[src/rtl/acsc_pkg.sv]
// package: register layout, codes and timing constants for the converter control
package acsc_pkg;
  localparam logic [7:0] ACSC_CTRL_ADDR    = 8'he8;
  localparam logic [7:0] ACSC_CTRL_RESET   = 8'h00;
  localparam int         ACSC_BIT_ENABLE   = 7;
  localparam int         ACSC_BIT_TRACK    = 6;
  localparam int         ACSC_BIT_DONE     = 5;
  localparam int         ACSC_BIT_BUSY     = 4;
  localparam int         ACSC_BIT_WINDOW   = 3;
  localparam int         ACSC_RES_BITS     = 10;
  localparam int         ACSC_TRACK_CLKS   = 3;
  localparam int         ACSC_CHANNELS     = 21;
  localparam int         ACSC_CH_W         = 5;
  localparam logic [2:0] ACSC_SRC_SW       = 3'h0;
  localparam logic [2:0] ACSC_SRC_T0       = 3'h1;
  localparam logic [2:0] ACSC_SRC_T2       = 3'h2;
  localparam logic [2:0] ACSC_SRC_T1       = 3'h3;
  localparam logic [2:0] ACSC_SRC_EXT      = 3'h4;
  localparam logic [2:0] ACSC_SRC_T3       = 3'h5;
  localparam int         ACSC_SAR_DIV      = 2;

  typedef enum logic [1:0] {
    ACSC_IDLE  = 2'b00,
    ACSC_TRACK = 2'b01,
    ACSC_CONV  = 2'b11
  } acsc_state_t;
endpackage

[src/rtl/acsc_sar_if.sv]
// interface between the control sequencer and the sar engine
interface acsc_sar_if;
  logic                           start;
  logic                           busy;
  logic                           done;
  logic [acsc_pkg::ACSC_RES_BITS-1:0] result;
  logic                           sar_tick;
  modport ctrl (output start, input busy, input done, input result,
                output sar_tick);
  modport sar (input start, output busy, output done, output result,
               input sar_tick);
endinterface

[src/rtl/acsc_sar.sv]
// successive-approximation engine: one result bit per converter clock
module acsc_sar
  import acsc_pkg::*;
(
  input  wire logic i_clk,
  input  wire logic i_resetn,
  input  wire logic i_cmp,
  acsc_sar_if.sar   sar
);
  logic [ACSC_RES_BITS-1:0] trial_r;
  logic [ACSC_RES_BITS-1:0] bitpos_r;
  logic                     busy_r;
  logic                     done_r;

  assign sar.busy   = busy_r;
  assign sar.result = trial_r;

  // bit decisions come from the analog comparator against the dac trial
  always_ff @(posedge i_clk) begin
    if (!i_resetn) begin
      trial_r  <= '0;
      bitpos_r <= '0;
      busy_r   <= 1'b0;
    end else if (sar.start && !busy_r) begin
      busy_r   <= 1'b1;
      bitpos_r <= {1'b1, {(ACSC_RES_BITS-1){1'b0}}};
      trial_r  <= {1'b1, {(ACSC_RES_BITS-1){1'b0}}};
    end else if (busy_r && sar.sar_tick) begin
      if (!i_cmp) begin
        trial_r <= trial_r & ~bitpos_r;
      end
      if (bitpos_r[0]) begin
        busy_r <= 1'b0;
      end else begin
        trial_r <= (i_cmp ? trial_r : (trial_r & ~bitpos_r))
                   | (bitpos_r >> 1);
      end
      bitpos_r <= bitpos_r >> 1;
    end
  end

  // done trails by a cycle so the result already holds the last decision
  always_ff @(posedge i_clk) begin
    if (!i_resetn) begin
      done_r <= 1'b0;
    end else begin
      done_r <= busy_r && sar.sar_tick && bitpos_r[0];
    end
  end

  assign sar.done = done_r;
endmodule

[src/rtl/acsc_ctrl.sv]
// converter control register, start-source select and tracking sequencer
// Behaviour
// - eight-bit control register, reset all zeros
// - enable clear holds converter in shutdown
// - six start sources supported
// - start-source field picks trigger, 11x reserved
// - low-power mode tracks three converter clocks; with external start it tracks while the pin is low
// - normal mode tracks continuously except converting
// - busy while converting; done on busy fall
// - mux picks positive and negative inputs
// - ten-bit successive-approximation result
module acsc_ctrl
  import acsc_pkg::*;
#(
  parameter int SAR_DIV = ACSC_SAR_DIV
) (
  input  wire logic                     i_clk,
  input  wire logic                     i_resetn,
  input  wire logic [7:0]               i_reg_addr,
  input  wire logic                     i_reg_wr,
  input  wire logic [7:0]               i_reg_wdata,
  output logic [7:0]                    o_reg_rdata,
  input  wire logic                     i_tmr0_ovf,
  input  wire logic                     i_tmr1_ovf,
  input  wire logic                     i_tmr2_ovf,
  input  wire logic                     i_tmr3_ovf,
  input  wire logic                     i_ext_convert_start,
  input  wire logic                     i_cmp,
  input  wire logic                     i_window_hit,
  input  wire logic [ACSC_CH_W-1:0]     i_pos_sel,
  input  wire logic [ACSC_CH_W-1:0]     i_neg_sel,
  output logic                          o_shutdown,
  output logic                          o_track,
  output logic [ACSC_CH_W-1:0]          o_pos_ch,
  output logic [ACSC_CH_W-1:0]          o_neg_ch,
  output logic [ACSC_RES_BITS-1:0]      o_result,
  output logic                          o_result_valid
);
  acsc_sar_if sif ();

  logic                     conv_enable_r;
  logic                     track_mode_select_r;
  logic                     conv_done_flag_r;
  logic                     window_match_flag_r;
  logic [2:0]               start_source_select_r;
  logic                     ext_d_r;
  logic [7:0]               div_r;
  logic                     tick;
  logic [1:0]               trk_cnt_r;
  acsc_state_t              state_r;
  logic                     ctrl_wr;
  logic                     sw_start;
  logic                     trig;
  logic                     ext_rise;
  logic                     start_r;
  logic                     sar_resetn;

  // only the control register address is decoded; other writes pass by
  assign ctrl_wr  = i_reg_wr && (i_reg_addr == ACSC_CTRL_ADDR);
  // busy write of zero has no effect
  assign sw_start = ctrl_wr && i_reg_wdata[ACSC_BIT_BUSY];
  assign ext_rise = i_ext_convert_start && !ext_d_r;

  // trigger select; reserved codes never fire
  always_comb begin
    case (start_source_select_r)
      ACSC_SRC_SW:  trig = sw_start;
      ACSC_SRC_T0:  trig = i_tmr0_ovf;
      ACSC_SRC_T2:  trig = i_tmr2_ovf;
      ACSC_SRC_T1:  trig = i_tmr1_ovf;
      ACSC_SRC_EXT: trig = ext_rise;
      ACSC_SRC_T3:  trig = i_tmr3_ovf;
      default:      trig = 1'b0;
    endcase
  end

  always_ff @(posedge i_clk) begin
    if (!i_resetn) begin
      // idle-high reset level, so a high pin gives no false edge
      ext_d_r <= 1'b1;
    end else begin
      ext_d_r <= i_ext_convert_start;
    end
  end

  // converter clock divider, held off in shutdown to save power
  always_ff @(posedge i_clk) begin
    if (!i_resetn || !conv_enable_r) begin
      div_r <= '0;
    end else if (div_r == 8'(SAR_DIV - 1)) begin
      div_r <= '0;
    end else begin
      div_r <= div_r + 8'h01;
    end
  end
  // tick stays low in shutdown, where the sequencer and engine are held in reset
  assign tick         = conv_enable_r && (div_r == 8'(SAR_DIV - 1));
  assign sif.sar_tick = tick;
  assign sif.start    = start_r;

  // control register fields
  always_ff @(posedge i_clk) begin
    if (!i_resetn) begin
      conv_enable_r         <= ACSC_CTRL_RESET[ACSC_BIT_ENABLE];
      track_mode_select_r   <= ACSC_CTRL_RESET[ACSC_BIT_TRACK];
      start_source_select_r <= ACSC_CTRL_RESET[2:0];
    end else if (ctrl_wr) begin
      conv_enable_r         <= i_reg_wdata[ACSC_BIT_ENABLE];
      track_mode_select_r   <= i_reg_wdata[ACSC_BIT_TRACK];
      start_source_select_r <= i_reg_wdata[2:0];
    end
  end

  // sticky flags: hardware set wins over a software clear
  always_ff @(posedge i_clk) begin
    if (!i_resetn) begin
      conv_done_flag_r    <= 1'b0;
      window_match_flag_r <= 1'b0;
    end else begin
      if (sif.done) begin
        conv_done_flag_r <= 1'b1;
      end else if (ctrl_wr && !i_reg_wdata[ACSC_BIT_DONE]) begin
        conv_done_flag_r <= 1'b0;
      end
      if (sif.done && i_window_hit) begin
        window_match_flag_r <= 1'b1;
      end else if (ctrl_wr && !i_reg_wdata[ACSC_BIT_WINDOW]) begin
        window_match_flag_r <= 1'b0;
      end
    end
  end

  // sequencer: idle -> (track) -> convert
  // a trigger landing while tracking or converting is dropped, not queued
  always_ff @(posedge i_clk) begin
    if (!i_resetn || !conv_enable_r) begin
      state_r   <= ACSC_IDLE;
      trk_cnt_r <= '0;
      start_r   <= 1'b0;
    end else begin
      start_r <= 1'b0;
      case (state_r)
        ACSC_IDLE: begin
          if (trig) begin
            if (track_mode_select_r
                && start_source_select_r != ACSC_SRC_EXT) begin
              state_r   <= ACSC_TRACK;
              trk_cnt_r <= '0;
            end else begin
              state_r <= ACSC_CONV;
              start_r <= 1'b1;
            end
          end
        end
        ACSC_TRACK: begin
          if (tick) begin
            if (trk_cnt_r == 2'(ACSC_TRACK_CLKS - 1)) begin
              state_r <= ACSC_CONV;
              start_r <= 1'b1;
            end else begin
              trk_cnt_r <= trk_cnt_r + 2'h1;
            end
          end
        end
        ACSC_CONV: begin
          if (sif.done) begin
            state_r <= ACSC_IDLE;
          end
        end
        default: state_r <= ACSC_IDLE;
      endcase
    end
  end

  // disable aborts a conversion in flight; the engine restarts clean
  assign sar_resetn = i_resetn && conv_enable_r;

  acsc_sar u_sar (
    .i_clk    (i_clk),
    .i_resetn (sar_resetn),
    .i_cmp    (i_cmp),
    .sar      (sif.sar)
  );

  // outputs, all registered
  always_ff @(posedge i_clk) begin
    if (!i_resetn) begin
      o_reg_rdata    <= ACSC_CTRL_RESET;
      o_shutdown     <= 1'b1;
      o_track        <= 1'b0;
      o_pos_ch       <= '0;
      o_neg_ch       <= '0;
      o_result       <= '0;
      o_result_valid <= 1'b0;
    end else begin
      o_reg_rdata <= {conv_enable_r, track_mode_select_r, conv_done_flag_r,
                      (state_r == ACSC_CONV), window_match_flag_r,
                      start_source_select_r};
      o_shutdown  <= !conv_enable_r;
      // busy reads the sequencer, so it falls as the done flag rises
      if (!conv_enable_r) begin
        o_track <= 1'b0;
      end else if (!track_mode_select_r) begin
        o_track <= (state_r != ACSC_CONV);
      end else if (start_source_select_r == ACSC_SRC_EXT) begin
        o_track <= (state_r != ACSC_CONV) && !i_ext_convert_start;
      end else begin
        o_track <= (state_r == ACSC_TRACK);
      end
      // out-of-range channel codes clamp to channel 0
      o_pos_ch <= (i_pos_sel < ACSC_CH_W'(ACSC_CHANNELS)) ? i_pos_sel
                  : '0;
      o_neg_ch <= (i_neg_sel < ACSC_CH_W'(ACSC_CHANNELS)) ? i_neg_sel
                  : '0;
      o_result_valid <= sif.done;
      if (sif.done) begin
        o_result <= sif.result;
      end
    end
  end
endmodule

[config.mk]
export PLATFORM = sky130hd
export DESIGN_NAME = acsc_ctrl
export DESIGN_NICKNAME = d
export VERILOG_FILES = /design/src/rtl/acsc_pkg.sv /design/src/rtl/acsc_sar_if.sv /design/src/rtl/acsc_sar.sv /design/src/rtl/acsc_ctrl.sv
export SDC_FILE = /design/constraint.sdc
export NUM_CORES = 1
export LEC_CHECK = 0
export ABC_CLOCK_PERIOD_IN_PS = 3400
export BUFFER_PORTS_ARGS = -buffer_cell sky130_fd_sc_hd__buf_2
export CORE_ASPECT_RATIO = 1.25
export CORE_MARGIN = 3
export CORE_UTILIZATION = 42
export DETAILED_ROUTE_END_ITERATION = 6
export GPL_ROUTABILITY_DRIVEN = 0
export GPL_TIMING_DRIVEN = 0
export PLACE_DENSITY = 0.64
export SYNTH_ARGS = -nofsm -noshare
export SYNTH_HDL_FRONTEND = slang
export SYNTH_SLANG_ARGS = --single-unit
[constraint.sdc]
create_clock -name i_clk -period 3.4 [get_ports i_clk]
set_input_delay 0.34 -clock i_clk [delete_from_list [all_inputs] [get_ports i_clk]]
set_output_delay 0.34 -clock i_clk [all_outputs]
set_load 0.03 [all_outputs]
==> reports/results.ini <==
[sta]
period_minus_slack_ps=2150
setup_tns_ps=0
fin_crit_sh_pct=63.4
rsz0062_at_grt=no
worst_slew_pin_slew_ps=697
hold_slack_ps=212
drv_slew=0
layout_setup_ws_ps=1250
fmax_mhz=464
finalHoldViolCount=0
max_slew_margin_pct=53.6
fin_skew_ps=7.38
setup_viol=0

[final_layout]
antenna_cells=0
final_util_pct=54.4
multiInputGateArea_um2=1290
nFillCells=608
nNetsFinal=404
area_growth_pct=21.6
seq_area_um2=1480
layout-drive-gt1-share_pct=24.9

[clock_tree]
htree_num_levels=3
root_buffer=clkbuf_8
post_cts_resized=0
clkSinkCount=74
cts_tree=done
clk_latency_ps=340
clockBufferDepth=2
clk_pin_slew_ps=80
cts_buffers=9
hold_buffers=0
cts_setup_buffers=0

[power_and_ir_drop]
power_frac_clock_pct=39.1
peakVddDrop_mv=0.287
p_sw_share_pct=24.0
comb_power_share_pct=4.0
internal_power_mw=1.17
p_leak_nw=1.33
power_switching_mw=0.369
p_seq_share_pct=56.9
power_density_nw_per_um2=444

[synth]
synth_top_area_share_pct=52.0
synth_ff_type=dfxtp_1
synth_top_area_cell=dfxtp_1
yosys_warnings=0
synth_area_um2=2850
synthArstFlopShare_pct=0
syn_area_per_cell_um2=9.89
synth_edf_count=0
ys_top_cells_by_area=dfxtp_1 (52%), mux2i_1 (6.3%), nor2b_1 (3.5%)
synth_common_cells=dfxtp_1 (74), nand2_1 (25), nor2_1 (23)
yosysMostFrequentCell=dfxtp_1
ys_ff_latch=74
yosysSeqAreaShare_pct=52.0
synth_nets=327
syn_inst=288
synth_cell_types=48

[die]
start_util_pct=44.7
fp.dieArea_um2=7810
io-pin-count=67
die_h_um=98.1
core_area_um2=6370
rows=32
die_w_um=79.7

[setup_path]
crit_chain=ha_1 > or4b_1 > nor4b_4 > nand2_1 > a22oi_1 > nor2_1
crit_path_top_delay_cell=nor4b_4
endpoint_kind=flip-flop
cp_max_fo=9
start_kind=flip-flop
cp.required_ps=3620
arrival_ps=2370
cpPeakStageDelay_ps=560
worst-path-buf-inv=0
cpLargestDelayFamily=simple AND/OR/NAND/NOR gates
critPathKind=reg -> reg
r2r_start=div_r[0]
critPathLaunch=div_r[0]

[global_route]
grt_max_degree=15
grt_pass1_wl_mm=10.1
grt_overflow=0
antenna_found_initial=0
grtUsageTotal_pct=16.4
grt_pass1_vias=2217

[routing]
drt_iter0_drc=101
routed_wl_mm=6.01
postRouteAntennaNets=0
wl_per_cell_um=13.2
drt_pass1_iterations=4
num_vias=2288
vias_per_cell=5.03
route.detailed.drc=0

[worst_hold_path]
min_from=i_window_hit
hold_class=in -> reg

[run_status]
status=complete, no violations

[flow_run]
max_cap_viol_count=0

[place]
preCtsSetupSlack_ps=1250
dp_hpwl_mm=4.46
portBuffers=66

==> per-stage QoR <==
stage / power [mW] / area, µm² / std cells
2_1_floorplan: 0.923 / 2850 / 288
3_5_place_dp: 0.958 / 3280 / 439
3_3_place_gp: 0.957 / 3280 / 439
4_1_cts: 1.55 / 3460 / 455
5_1_grt: 1.60 / 3460 / 455
6_report: 1.54 / 3460 / 455
==> flip-flops by register name, summed over array words and instances, names as in the netlist, 2 cells and up <==
register and count:
div_r 8, o_neg_ch 5, o_pos_ch 5, o_reg_rdata 8
o_result 10, start_source_select_r 3, state_r 2, trk_cnt_r 2
u_sar.bitpos_r 10, u_sar.sar.result 10
==> worst register-to-register path, cell delays in order (launching register included) <==
cell and delay (ps):
dfxtp_1 410, ha_1 200, or4b_1 540, nor4b_4 560
nand2_1 120, a22oi_1 160, nor2_1 60
==> per-layer routing <==
metal / track usage (%) / up-vias / routed length (µm)
li1: - / 1165 / -
met5: 0 / - / 0
met1: 18.8 / 1059 / 2590
met2: 28.0 / 56 / 2980
met4: 7.94 / 0 / 114
met3: 4.15 / 8 / 333
==> cells by family (layout without fill, tap and decap cells) <==
| logic type | count (synthesis) | count (layout) | share of synthesized area [%] |
|---|---|---|---|
| compound gates | 44 | 44 | 11.5 |
| xor+xnor | 6 | 6 | 1.85 |
| fa+ha+maj | 3 | 3 | 1.32 |
| buf+inv | 19 | 101 | 2.59 |
| flops | 74 | 74 | 52.0 |
| mux | 18 | 18 | 6.33 |
| simple gates | 124 | 124 | 24.4 |
==> power by group through the flow <==
stage / logic, mW / clock network [mW] / registers, mW
2_1_floorplan: 0.0155 / 0 / 0.908
3_3_place_gp: 0.0619 / 0 / 0.895
3_5_place_dp: 0.0627 / 0 / 0.895
4_1_cts: 0.0628 / 0.614 / 0.875
5_1_grt: 0.0690 / 0.658 / 0.876
6_report: 0.0619 / 0.600 / 0.875
==> layout by cell type (no fill, tap or decap), types with 2 or more instances in the layout <==
cell type,count
or3_1,2
inv_1,6
xor2_1,3
nor4b_1,3
o21a_1,3
nand2b_1,6
nand3_1,16
nand2_1,25
nor3_1,2
mux2i_1,18
clkinvlp_4,5
clkbuf_1,9
xnor2_1,3
a22oi_1,8
and3_1,15
o21ai_0,3
clkbuf_8,9
nor2b_1,16
or4b_1,2
buf_2,68
a21oi_1,14
nor2_1,23
and2_1,7
ha_1,3
dfxtp_1,74
==> area by class of cell <==
class	instances	area share [%]
flip-flops and latches	74	42.8
repair buffers	66	9.54
clock inverters	7	1.59
well taps	85	3.07
inverters	7	0.759
plain buffers	12	1.37
clock buffers	9	3.58
multi-input cells	195	37.3
==> final timing paths <==
check / end / slack, ps / cells after the start
min: window_match_flag_r / 210 / 2
min reg2reg: o_reg_rdata[5] / 450 / 1
max: u_sar.sar.result[4] / 1250 / 6
max reg2reg: u_sar.sar.result[4] / 1250 / 6
No activity file was read; power rests on OpenSTA's default activity.
